File: src/pkg/irf_pkg.sv
// Package: constants and types of the interrupt request flag block
package irf_pkg;

  // ----------------------------------------------------------------
  // Register bus geometry
  // ----------------------------------------------------------------
  localparam int ADDR_W = 4;
  localparam int DATA_W = 16;

  // ----------------------------------------------------------------
  // Register offsets
  // ----------------------------------------------------------------
  localparam logic [3:0] OFF_EXT_FLAGS   = 4'h0;
  localparam logic [3:0] OFF_DMA_IR      = 4'h1;
  localparam logic [3:0] OFF_CONV_SER    = 4'h2;
  localparam logic [3:0] OFF_LINE_SENSE  = 4'h3;
  localparam logic [3:0] OFF_PORT_SENSE  = 4'h4;
  localparam logic [3:0] OFF_PORT_ENABLE = 4'h5;
  localparam logic [3:0] OFF_IRQ_STATUS  = 4'h6;
  localparam logic [3:0] OFF_IRQ_MASK    = 4'h7;

  // ----------------------------------------------------------------
  // Field positions and sizes
  // ----------------------------------------------------------------
  localparam int EXT_LINES      = 6;
  localparam int PORT_PINS      = 16;
  localparam int PORT_GROUP     = 8;
  localparam int BIT_PORT_LOW   = 7;
  localparam int BIT_PORT_HIGH  = 6;
  localparam int BIT_CONV_END   = 4;
  localparam int SYNC_W         = EXT_LINES + PORT_PINS;

  // ----------------------------------------------------------------
  // Reset values
  // ----------------------------------------------------------------
  localparam logic [7:0]  FLAGS_RST = 8'h00;
  localparam logic [11:0] LINE_SENSE_RST = 12'h000;
  localparam logic [15:0] PORT_CFG_RST = 16'h0000;
  localparam logic [7:0]  IRQ_RST = 8'h00;

  // ----------------------------------------------------------------
  // Sense code of an external request line
  // ----------------------------------------------------------------
  typedef enum logic [1:0] {
    IRF_SENSE_FALL = 2'b00,
    IRF_SENSE_RISE = 2'b01,
    IRF_SENSE_LOW  = 2'b10,
    IRF_SENSE_RSVD = 2'b11
  } irf_sense_e;

endpackage

File: src/pkg/irf_sync_if.sv
// Interface: raw pin levels in, filtered levels out of the synchroniser
`timescale 1ns/1ps
interface irf_sync_if #(
  parameter int N = 22
);
  logic [N-1:0] raw;
  logic [N-1:0] clean;

  modport sync_side (input raw, output clean);
  modport user_side (output raw, input clean);
endinterface

File: src/irf_sync.sv
// Module: three-stage pin synchroniser with agreement filter
`timescale 1ns/1ps
module irf_sync #(
  parameter int N = 22
) (
  input wire logic          clock,
  input wire logic          srst,
  irf_sync_if.sync_side     pins
);

  // ----------------------------------------------------------------
  // Stages
  // ----------------------------------------------------------------
  // Reset to ones: idle request lines sit high, so no false edge
  logic [N-1:0] s1_reg;
  logic [N-1:0] s2_reg;
  logic [N-1:0] s3_reg;
  logic [N-1:0] clean_reg;

  always_ff @(posedge clock) begin
    if (srst) begin
      s1_reg <= '1;
      s2_reg <= '1;
      s3_reg <= '1;
    end else begin
      s1_reg <= pins.raw;
      s2_reg <= s1_reg;
      s3_reg <= s2_reg;
    end
  end

  // A change counts only once stages two and three agree
  always_ff @(posedge clock) begin
    if (srst) begin
      clean_reg <= '1;
    end else begin
      clean_reg <= (~(s2_reg ^ s3_reg) & s3_reg) | ((s2_reg ^ s3_reg) & clean_reg);
    end
  end

  assign pins.clean = clean_reg;

endmodule

File: src/irf_top.sv
// Module: interrupt request flag registers with register port and interrupt
`timescale 1ns/1ps
module irf_top (
  input  wire logic                       clock,
  input  wire logic                       srst,
  input  wire logic                       manual_reset,
  input  wire logic                       standby,
  input  wire logic [5:0]                 ext_request_line,
  input  wire logic [15:0]                port_level_interrupt_pin,
  input  wire logic [3:0]                 dma_end_req,
  input  wire logic [3:0]                 infrared_req,
  input  wire logic [3:0]                 fifo_serial_req,
  input  wire logic                       conversion_end_req,
  input  wire logic [irf_pkg::ADDR_W-1:0] addr,
  input  wire logic [irf_pkg::DATA_W-1:0] wr_data,
  input  wire logic                       wr_en,
  input  wire logic                       rd_en,
  output logic      [irf_pkg::DATA_W-1:0] rd_data,
  output logic                            irq,
  output logic      [7:0]                 external_request_flags,
  output logic      [7:0]                 dma_infrared_request_flags,
  output logic      [7:0]                 converter_serial_request_flags
);

  // ----------------------------------------------------------------
  // Address decode
  // ----------------------------------------------------------------
  function automatic logic irf_hit(
    input logic [irf_pkg::ADDR_W-1:0] a,
    input logic [3:0]                 off
  );
    irf_hit = (a == off);
  endfunction

  logic wr_ext;
  logic rd_ext;
  logic wr_line_sense;
  logic wr_port_sense;
  logic wr_port_enable;
  logic wr_mask;
  logic rd_status;

  assign wr_ext         = wr_en & irf_hit(addr, irf_pkg::OFF_EXT_FLAGS);
  assign rd_ext         = rd_en & irf_hit(addr, irf_pkg::OFF_EXT_FLAGS);
  assign wr_line_sense  = wr_en & irf_hit(addr, irf_pkg::OFF_LINE_SENSE);
  assign wr_port_sense  = wr_en & irf_hit(addr, irf_pkg::OFF_PORT_SENSE);
  assign wr_port_enable = wr_en & irf_hit(addr, irf_pkg::OFF_PORT_ENABLE);
  assign wr_mask        = wr_en & irf_hit(addr, irf_pkg::OFF_IRQ_MASK);
  assign rd_status      = rd_en & irf_hit(addr, irf_pkg::OFF_IRQ_STATUS);

  // Both resets clear flags and configuration alike
  logic any_reset;
  assign any_reset = srst | manual_reset;

  // ----------------------------------------------------------------
  // Pin synchroniser
  // ----------------------------------------------------------------
  irf_sync_if #(.N(irf_pkg::SYNC_W)) pins_if ();

  assign pins_if.raw = {port_level_interrupt_pin, ext_request_line};

  irf_sync #(.N(irf_pkg::SYNC_W)) u_sync (
    .clock (clock),
    .srst  (srst),
    .pins  (pins_if.sync_side)
  );

  logic [5:0]  line_now;
  logic [15:0] port_now;

  assign line_now = pins_if.clean[irf_pkg::EXT_LINES-1:0];
  assign port_now = pins_if.clean[irf_pkg::SYNC_W-1:irf_pkg::EXT_LINES];

  // ----------------------------------------------------------------
  // Configuration registers
  // ----------------------------------------------------------------
  logic [11:0] line_sense_code_reg;
  logic [15:0] port_pin_sense_select_reg;
  logic [15:0] port_pin_enable_reg;

  always_ff @(posedge clock) begin
    if (any_reset) begin
      line_sense_code_reg <= irf_pkg::LINE_SENSE_RST;
    end else if (wr_line_sense) begin
      line_sense_code_reg <= wr_data[11:0];
    end
  end

  always_ff @(posedge clock) begin
    if (any_reset) begin
      port_pin_sense_select_reg <= irf_pkg::PORT_CFG_RST;
    end else if (wr_port_sense) begin
      port_pin_sense_select_reg <= wr_data;
    end
  end

  always_ff @(posedge clock) begin
    if (any_reset) begin
      port_pin_enable_reg <= irf_pkg::PORT_CFG_RST;
    end else if (wr_port_enable) begin
      port_pin_enable_reg <= wr_data;
    end
  end

  // ----------------------------------------------------------------
  // Sense decode
  // ----------------------------------------------------------------
  // Reserved code detects nothing, so a stray 11 cannot raise a flag
  function automatic logic irf_edge_seen(
    input logic [1:0] code,
    input logic       prev_lvl,
    input logic       cur_lvl
  );
    irf_edge_seen = 1'b0;
    unique case (irf_pkg::irf_sense_e'(code))
      irf_pkg::IRF_SENSE_FALL: irf_edge_seen = prev_lvl & ~cur_lvl;
      irf_pkg::IRF_SENSE_RISE: irf_edge_seen = ~prev_lvl & cur_lvl;
      irf_pkg::IRF_SENSE_LOW:  irf_edge_seen = 1'b0;
      irf_pkg::IRF_SENSE_RSVD: irf_edge_seen = 1'b0;
    endcase
  endfunction

  function automatic logic irf_level_mode(
    input logic [1:0] code
  );
    irf_level_mode = (irf_pkg::irf_sense_e'(code) == irf_pkg::IRF_SENSE_LOW);
  endfunction

  // ----------------------------------------------------------------
  // External request lines
  // ----------------------------------------------------------------
  logic [5:0] ext_line_flag_reg;
  logic [5:0] ext_line_flag_next;
  logic [5:0] armed_reg;
  logic [5:0] line_prev_reg;

  genvar gi;
  generate
    for (gi = 0; gi < irf_pkg::EXT_LINES; gi++) begin : g_line
      logic set_edge;
      logic follow_level;
      logic clear_req;
      always_comb begin
        set_edge     = irf_edge_seen(line_sense_code_reg[2*gi+1:2*gi],
                                     line_prev_reg[gi], line_now[gi]);
        follow_level = irf_level_mode(line_sense_code_reg[2*gi+1:2*gi]);
        // Only a 0 written after a read that saw 1 clears; 1 keeps it
        clear_req = wr_ext & ~wr_data[gi] & armed_reg[gi];
        if (follow_level) begin
          ext_line_flag_next[gi] = ~line_now[gi];
        end else begin
          // Set wins over a clear in the same cycle
          ext_line_flag_next[gi] = set_edge |
                                   (ext_line_flag_reg[gi] & ~clear_req);
        end
      end
    end
  endgenerate

  always_ff @(posedge clock) begin
    if (srst) begin
      line_prev_reg <= '1;
    end else begin
      line_prev_reg <= line_now;
    end
  end

  always_ff @(posedge clock) begin
    if (any_reset) begin
      ext_line_flag_reg <= irf_pkg::FLAGS_RST[5:0];
    end else if (!standby) begin
      ext_line_flag_reg <= ext_line_flag_next;
    end
  end

  // A read arms each bit it saw as 1; any write to the external flag offset consumes the arming
  always_ff @(posedge clock) begin
    if (any_reset) begin
      armed_reg <= '0;
    end else if (wr_ext) begin
      armed_reg <= '0;
    end else if (rd_ext) begin
      armed_reg <= armed_reg | ext_line_flag_reg;
    end
  end

  // ----------------------------------------------------------------
  // Port level interrupt pins
  // ----------------------------------------------------------------
  logic [15:0] port_req;
  logic        port_group_low_flag_reg;
  logic        port_group_high_flag_reg;

  assign port_req = port_pin_enable_reg &
                    ~(port_now ^ port_pin_sense_select_reg);

  always_ff @(posedge clock) begin
    if (any_reset) begin
      port_group_low_flag_reg  <= 1'b0;
      port_group_high_flag_reg <= 1'b0;
    end else if (!standby) begin
      port_group_low_flag_reg  <= |port_req[irf_pkg::PORT_GROUP-1:0];
      port_group_high_flag_reg <= |port_req[irf_pkg::PORT_PINS-1:irf_pkg::PORT_GROUP];
    end
  end

  // ----------------------------------------------------------------
  // Peripheral request mirrors
  // ----------------------------------------------------------------
  // Bus writes never reach these; they only track their sources
  logic [7:0] dma_ir_reg;
  logic [7:0] conv_ser_reg;

  always_ff @(posedge clock) begin
    if (any_reset) begin
      dma_ir_reg <= irf_pkg::FLAGS_RST;
    end else if (!standby) begin
      dma_ir_reg <= {infrared_req, dma_end_req};
    end
  end

  always_ff @(posedge clock) begin
    if (any_reset) begin
      conv_ser_reg <= irf_pkg::FLAGS_RST;
    end else if (!standby) begin
      conv_ser_reg <= {3'h0, conversion_end_req, fifo_serial_req};
    end
  end

  // ----------------------------------------------------------------
  // Assembled external flag byte
  // ----------------------------------------------------------------
  logic [7:0] ext_flags;

  assign ext_flags = {port_group_low_flag_reg, port_group_high_flag_reg, ext_line_flag_reg};

  assign external_request_flags         = ext_flags;
  assign dma_infrared_request_flags     = dma_ir_reg;
  assign converter_serial_request_flags = conv_ser_reg;

  // ----------------------------------------------------------------
  // Interrupt status, mask and output
  // ----------------------------------------------------------------
  logic [7:0] ext_flags_prev_reg;
  logic [7:0] irq_status_reg;
  logic [7:0] irq_status_next;
  logic [7:0] irq_mask_reg;
  logic       irq_reg;

  always_ff @(posedge clock) begin
    if (any_reset) begin
      ext_flags_prev_reg <= irf_pkg::FLAGS_RST;
    end else begin
      ext_flags_prev_reg <= ext_flags;
    end
  end

  // A rise arriving with the clearing read still sets its bit
  always_comb begin
    irq_status_next = rd_status ? irf_pkg::IRQ_RST : irq_status_reg;
    irq_status_next = irq_status_next | (ext_flags & ~ext_flags_prev_reg);
  end

  always_ff @(posedge clock) begin
    if (any_reset) begin
      irq_status_reg <= irf_pkg::IRQ_RST;
    end else begin
      irq_status_reg <= irq_status_next;
    end
  end

  always_ff @(posedge clock) begin
    if (any_reset) begin
      irq_mask_reg <= irf_pkg::IRQ_RST;
    end else if (wr_mask) begin
      irq_mask_reg <= wr_data[7:0];
    end
  end

  always_ff @(posedge clock) begin
    if (any_reset) begin
      irq_reg <= 1'b0;
    end else begin
      irq_reg <= |(irq_status_next & irq_mask_reg);
    end
  end

  assign irq = irq_reg;

  // ----------------------------------------------------------------
  // Read port
  // ----------------------------------------------------------------
  // Unmapped offsets read as zero; data stand one cycle after the strobe
  logic [irf_pkg::DATA_W-1:0] rd_mux;
  logic [irf_pkg::DATA_W-1:0] rd_data_reg;

  always_comb begin
    rd_mux = '0;
    unique case (addr)
      irf_pkg::OFF_EXT_FLAGS:   rd_mux = {8'h00, ext_flags};
      irf_pkg::OFF_DMA_IR:      rd_mux = {8'h00, dma_ir_reg};
      irf_pkg::OFF_CONV_SER:    rd_mux = {8'h00, conv_ser_reg};
      irf_pkg::OFF_LINE_SENSE:  rd_mux = {4'h0, line_sense_code_reg};
      irf_pkg::OFF_PORT_SENSE:  rd_mux = port_pin_sense_select_reg;
      irf_pkg::OFF_PORT_ENABLE: rd_mux = port_pin_enable_reg;
      irf_pkg::OFF_IRQ_STATUS:  rd_mux = {8'h00, irq_status_reg};
      irf_pkg::OFF_IRQ_MASK:    rd_mux = {8'h00, irq_mask_reg};
      default:                  rd_mux = '0;
    endcase
  end

  always_ff @(posedge clock) begin
    if (srst) begin
      rd_data_reg <= '0;
    end else if (rd_en) begin
      rd_data_reg <= rd_mux;
    end else begin
      rd_data_reg <= '0;
    end
  end

  assign rd_data = rd_data_reg;

endmodule

File: config.mk
export PLATFORM = sky130hd
export DESIGN_NAME = irf_top
export DESIGN_NICKNAME = d
export VERILOG_FILES = /design/src/pkg/irf_pkg.sv /design/src/pkg/irf_sync_if.sv /design/src/irf_sync.sv /design/src/irf_top.sv
export SDC_FILE = /design/constraint.sdc
export NUM_CORES = 1
export LEC_CHECK = 0
export ABC_AREA = 1
export CAP_MARGIN = 10
export CORE_MARGIN = 1
export CORE_UTILIZATION = 57
export CTS_CLUSTER_DIAMETER = 30
export CTS_CLUSTER_SIZE = 40
export DETAILED_ROUTE_END_ITERATION = 10
export DONT_BUFFER_PORTS = 1
export PLACE_DENSITY = 0.72
export REMOVE_ABC_BUFFERS = 1
export SYNTH_ARGS = -nofsm -noshare
export SYNTH_HDL_FRONTEND = slang
export SYNTH_SLANG_ARGS = --single-unit
File: constraint.sdc
create_clock -name clock -period 1.6 [get_ports clock]
set_clock_uncertainty 0.1 [all_clocks]
set_input_delay 0.08 -clock clock [delete_from_list [all_inputs] [get_ports clock]]
set_output_delay 0.08 -clock clock [all_outputs]
set_load 0.01 [all_outputs]
# After elaboration in Yosys (flattened, before gate mapping)
# Cells that the tools add are included.
[totals] n_memories=0 output_inout_bits=41 ram_bits=0 word_cells=158 inputBits=61 latch_bits=0 mem_bits_ro=0 regBits=206
[classes] bitwise=82 eq_ne=25 div_mod_pow=0 n_lt_le_gt_ge=0 mul=0 mux=14 shift=0 addsub=0 n_reduce_logical=18
[ops] operator="$pmux W16 S8" n=1
[ops] operator="$and A22 B22 Y22" n=2
[ops] operator="$and A1 B1 Y1" n=37
[ops] operator="$not A1 Y1" n=25
[ops] operator="$eq A2 B2 Y1 const B" n=12
[ops] operator="$reduce_or A8 Y1" n=3
[ops] operator="$not A22 Y22" n=1
[ops] operator="$or A22 B22 Y22" n=1
[ops] operator="$xor A22 B22 Y22" n=1
[ops] operator="$pmux W1 S3" n=6
[ops] operator="$and A16 B16 Y16" n=1
[ops] operator="$and A8 B8 Y8" n=2
[ops] operator="$eq A4 B3 Y1 const B" n=4
[ops] operator="$not A16 Y16" n=1
[ops] operator="$reduce_or A2 Y1" n=8
[ops] operator="$xor A16 B16 Y16" n=1
[ops] operator="$eq A2 B1 Y1 const B" n=6
[ops] operator="$logic_not A2 Y1" n=6
[ops] operator="$eq A4 B2 Y1 const B" n=2
[ops] operator="$mux W8" n=1
[ops] operator="$not A8 Y8" n=1
[ops] operator="$or A8 B8 Y8" n=1
[ops] operator="$or A1 B1 Y1" n=7
[ops] operator="$mux W1" n=6
[ops] operator="other kinds (3)" n=3

# Logic depth before layout (Yosys ltp)
[logic_depth] depth_word=8 ltp_mapped=10 depth_no_buf=9

# Modules after synthesis
# A second synthesis with hierarchy kept.
[unflattened] hier_cells=1026 hier_area_um2=7897.6
[modules_own_cells] module="irf_top" seq_area_each_um2=2362.3 cells_per_inst=686 area_each_um2=5047.3 n_inst=1
[modules_own_cells] module="irf_sync" seq_area_each_um2=1761.7 cells_per_inst=340 area_each_um2=2850.2 n_inst=1

# Worst setup path after synthesis
# No wires, ideal clock.
[synth_path] path_kind="reg2reg" startpoint="register port_pin_sense_select_reg[6]" endpoint="register port_group_low_flag_reg" n_path_buf=0 path_stages_with_launch=9 t_arrival_ns=0.996 period_less_slack_ns=1.211 setup_time_ns=0.115 path_slack_ns=0.389 required_ns=1.385 cell_sequence="dfxtp_1 > inv_1 > or2_2 > nand3_1 > o21ai_0 > nor2_1 > nand2_1 > o22ai_1 > inv_1"
[synth_between] elab_chain_cells=4
[synth_rtl] item="from (decl)" line="irf_top.sv:78" text="logic [15:0] port_pin_sense_select_reg;"
[synth_rtl] item="from (signal assigned)" line="irf_top.sv:91" text="port_pin_sense_select_reg <= irf_pkg::PORT_CFG_RST;"
[synth_rtl] item="from (signal assigned)" line="irf_top.sv:93" text="port_pin_sense_select_reg <= wr_data;"
[synth_rtl] item="$xor A16 B16 Y16" line="irf_top.sv:195" text="~(port_now ^ port_pin_sense_select_reg);"
[synth_rtl] item="$not A16 Y16" line="irf_top.sv:195"
[synth_rtl] item="$and A16 B16 Y16" line="irf_top.sv:194" text="assign port_req = port_pin_enable_reg &"
[synth_rtl] item="$reduce_or A8 Y1" line="irf_top.sv:202" text="port_group_low_flag_reg <= |port_req[irf_pkg::PORT_GROUP-1:0];"
[synth_rtl] item="to (signal assigned)" line="irf_top.sv:202"
[synth_rtl] item="to (decl)" line="irf_top.sv:191" text="logic port_group_low_flag_reg;"
# Every way passes these cells.
# A chain may end at the register's enable or synchronous reset.

# Worst setup path in the final report
[layout_path] startpoint="input port addr[2] (netlist bit)" endpoint="register irq_status_reg[4]"
[layout_between] elab_chain_cells=4
[layout_rtl] item="from (decl)" line="irf_top.sv:14" text="input wire logic [irf_pkg::ADDR_W-1:0] addr,"
[layout_rtl] item="$eq A4 B3 Y1" line="irf_top.sv:32" text="irf_hit = (a == off);"
[layout_rtl] item="$and A1 B1 Y1" line="irf_top.sv:49" text="assign rd_status = rd_en & irf_hit(addr, irf_pkg::OFF_IRQ_STATUS);"
[layout_rtl] item="$mux W8" line="irf_top.sv:260" text="irq_status_next = rd_status ? irf_pkg::IRQ_RST : irq_status_reg;"
[layout_rtl] item="$or A8 B8 Y8" line="irf_top.sv:261" text="irq_status_next = irq_status_next | (ext_flags & ~ext_flags_prev_reg);"
[layout_rtl] item="to (signal assigned)" line="irf_top.sv:266" text="irq_status_reg <= irf_pkg::IRQ_RST;"
[layout_rtl] item="to (signal assigned)" line="irf_top.sv:268" text="irq_status_reg <= irq_status_next;"
[layout_rtl] item="to (decl)" line="irf_top.sv:245" text="logic [7:0] irq_status_reg;"
# Every way passes these cells.

==> out/summary.md <==
In this run, placement finished with an instance count of 1076. Entering global routing, the biggest net connects 60 pins. Endpoint class of the critical path: a flip-flop. At the worst endpoint, the required time is 1880 ps. The number of ports placed on the die boundary was 102. The total standard cell area after synthesis was 7506 sq um. The checks that failed: negative hold slack. After detailed routing, the number of vias per cell comes to 5.436. The logs give 0 for the number of routed nets with antenna violations and 0.6635 GHz for the maximum clock frequency. Global routing consumed, on the met2 layer, 56.57% of the routing resources. The count of buffers inserted at the top-level ports is 0.

After synthesis, the cell types taking the most area are dfxtp_1, o21ai_0, a21oi_1. For this run, design rule violations remaining after detail routing come to 0. In the global route stage, met1 resource usage came out at 36.27%.

The areal power density over the cells came out at 1416 nW/um^2. Launching element type of the critical path: an input pin. In this run the tightest slew margin relative to its limit is 33.50%.

Critical setup path kind: input pin to flip-flop. At the end of the flow, the number of nets in the layout was 1097. The logs give 30 for the number of hold-slack violations in the final timing report and 21450 um for the total length of routed wires.

The detailed-route via count came out at 6713. Of the synthesized area, sequential elements account for 54.94%. Global routing used 31.84% of the available tracks across all layers.

The most used flip-flop cell after synthesis is dfxtp_1. The number of sinks on the clock net was 206; the die area was 13630 sq um. The clock-pin slew of the registers on the worst-case setup and hold paths came out at 50 ps.

The post-synthesis area per instance works out to 8.132 sq um. Number of antenna violations at the first check in global routing: 1. For the total number of H-tree levels, the log shows 2. The run gives 7690 sq um as the placed standard-cell area. The total core area is 12720 sq um, and the floorplan row count is 41. The tools report the total setup violations reported at the end of the flow as 0. Setup repair after global routing left no endpoint under its margin.

The via count of the first global-routing pass came out at 6507. Measured on the finished design, the core utilization comes to 78.44%. The logs give -27.33 ps for the final worst hold slack and 9980 sq um for the finished layout cell area. The min-delay analysis places its worst path in the category input pin to flip-flop.

The number of enable-type register cells in the synthesized netlist was 0; the total number of yosys warnings was 0. The number of pins with negative max-slew slack in the final report came out at 0. For the final weighted congestion in routability-driven placement, the log shows 0.9242. Top cell type's share of synthesized area: 54.94%. The worst-margin pin slew was 997.5 ps; the first-pass GRT wire length was 32410 um.

The tree is rooted in a clkbuf_16. At the worst endpoint, the arrival time is 1780 ps. X dimension of the die: 116.8 um. The floorplan die height was 116.8 um; the number of design-rule violations left by the first detailed-router iteration was 644.

The number of CTS-inserted buffers was 37. In this run the deepest clock path goes through 3 buffers. The worst-case IR drop observed on VDD is 1.024 mV. Summed over all nets, the half-perimeter wirelength after detailed placement is 12370 um. Fraction of the cycle the final worst path needs: 94.20%. The async set-reset flop share out of synthesis is 0%. The shortest clock period the worst path allows after layout was 1507 ps; the remaining global-route overflow was 0. For met3 alone, demand over resource in global routing was 8.822%. The unique cell type count in the Yosys netlist was 28.

Cell count after synthesis: 923. Of the cells placed in the final design, the portion with a size suffix greater than 1 is 15.91%. The count of cells in the finished layout, fillers not included, comes to 1235.

TritonCTS built the clock tree. In this run the static leakage power is 3.903 nW. The first-pass iteration count of the detailed router was 5; the routed length per placed instance was 17.37 um. The max-cap violation count came out at 0. The flow ran to the end, but the final reports show violations.

By instance count, the leading cell after synthesis is dfxtp_1. For the worst-skew pair, the clock arrives at the later sink with an insertion delay of 490 ps. By count the netlist is led by dfxtp_1, o21ai_0, a21oi_1, nand2_1, inv_1. The critical-path maximum fanout is 8, and the initial core utilization is 59.00%. The area growth from synthesis to layout is 32.96%.

The number of synthesized register bits came out at 206. The biggest area contributor in the post-synthesis netlist is dfxtp_1. Global routing's busiest layer: met2.
## through the flow
step | setup slack [ps] | TNS (ps) | power, mW
after floorplan | -1324 | -54420 | 5.587
after global placement | 154.3 | 0 | 5.678
after detailed placement | 69.85 | 0 | 5.694
after CTS | 11.17 | 0 | 14.14
after global routing | 8.786 | 0 | 14.47
final | 92.80 | 0 | 14.14
## final cells by class
type,instances,area (sq um)
flip-flops and latches,206,4124
clock buffers,45,985.9
fillers,864,2743
multi-input cells,566,2789
clock inverters,20,336.6
diodes,1,2.502
well taps,172,215.2
repair buffers,111,1091
inverters,113,427.9
repair inverters,1,7.507
## worst paths after layout
check | from | endpoint | slack, ps | depth (start not counted)
max | addr[2] | irq_status_reg[4] | 90 | 7
min | srst | u_sync.s3_reg[12] | -30 | 3
max reg2reg | flip-flop | flip-flop | 200 | 3
min reg2reg | u_sync.s1_reg[18] | u_sync.s2_reg[18] | 300 | 1
## routing by layer
metal | wire length, um | vias up
met5 | 0 | -
met4 | 512 | 0
met3 | 1788 | 47
met2 | 10430 | 319
met1 | 8719 | 3119
li1 | - | 3228
## what timing repair did
item,4_1_cts,5_1_grt
hold endpoints to repair,191,1
hold buffers,90,3
resized for setup,0,7
setup endpoints to repair,0,51
setup buffers,0,1
## worst max-delay path: stages
cell	delay [ps]
inv_1	40
nor2_4	130
dlygate4sd3_1	640
nand3_4	150
nand2_1	110
dlygate4sd3_1	560
a21oi_1	60
## logic make-up after synthesis
family | share of synthesized area [%]
flip-flops | 54.94
XOR/XNOR | 0.2334
other | 0.04996
AND/OR/NAND/NOR | 18.24
AO/OA/AOI/OAI | 18.37
buffers and inverters | 8.168
## power breakdown
group          leakage [nW]  switching (mW)  internal (mW)  total [mW]
Sequential             1.68          0.0488           5.24        5.29
Combinational          1.58           0.316          0.262       0.579
Clock                 0.643            2.57           5.70        8.27
## layout by cell type, fill, tap and decap left out, drive strengths merged
cell / synthesis / routed
a211oi: 3 / 3
a21boi: 1 / 1
a21oi: 117 / 117
a31oi: 1 / 1
buf: 17 / 22
bufinv: 0 / 8
clkbuf: 23 / 45
clkinv: 1 / 8
clkinvlp: 0 / 3
conb: 1 / 3
dfxtp: 206 / 206
diode: 0 / 1
dlygate4sd3: 0 / 88
dlymetal6s4s: 0 / 1
inv: 112 / 115
nand2: 120 / 120
nand3: 21 / 21
nand3b: 2 / 2
nor2: 73 / 73
nor3: 6 / 6
o21ai: 119 / 119
o221ai: 2 / 2
o22ai: 23 / 23
or2: 73 / 73
xor2: 2 / 2
Note: power is estimated with default switching activity, not from simulation.
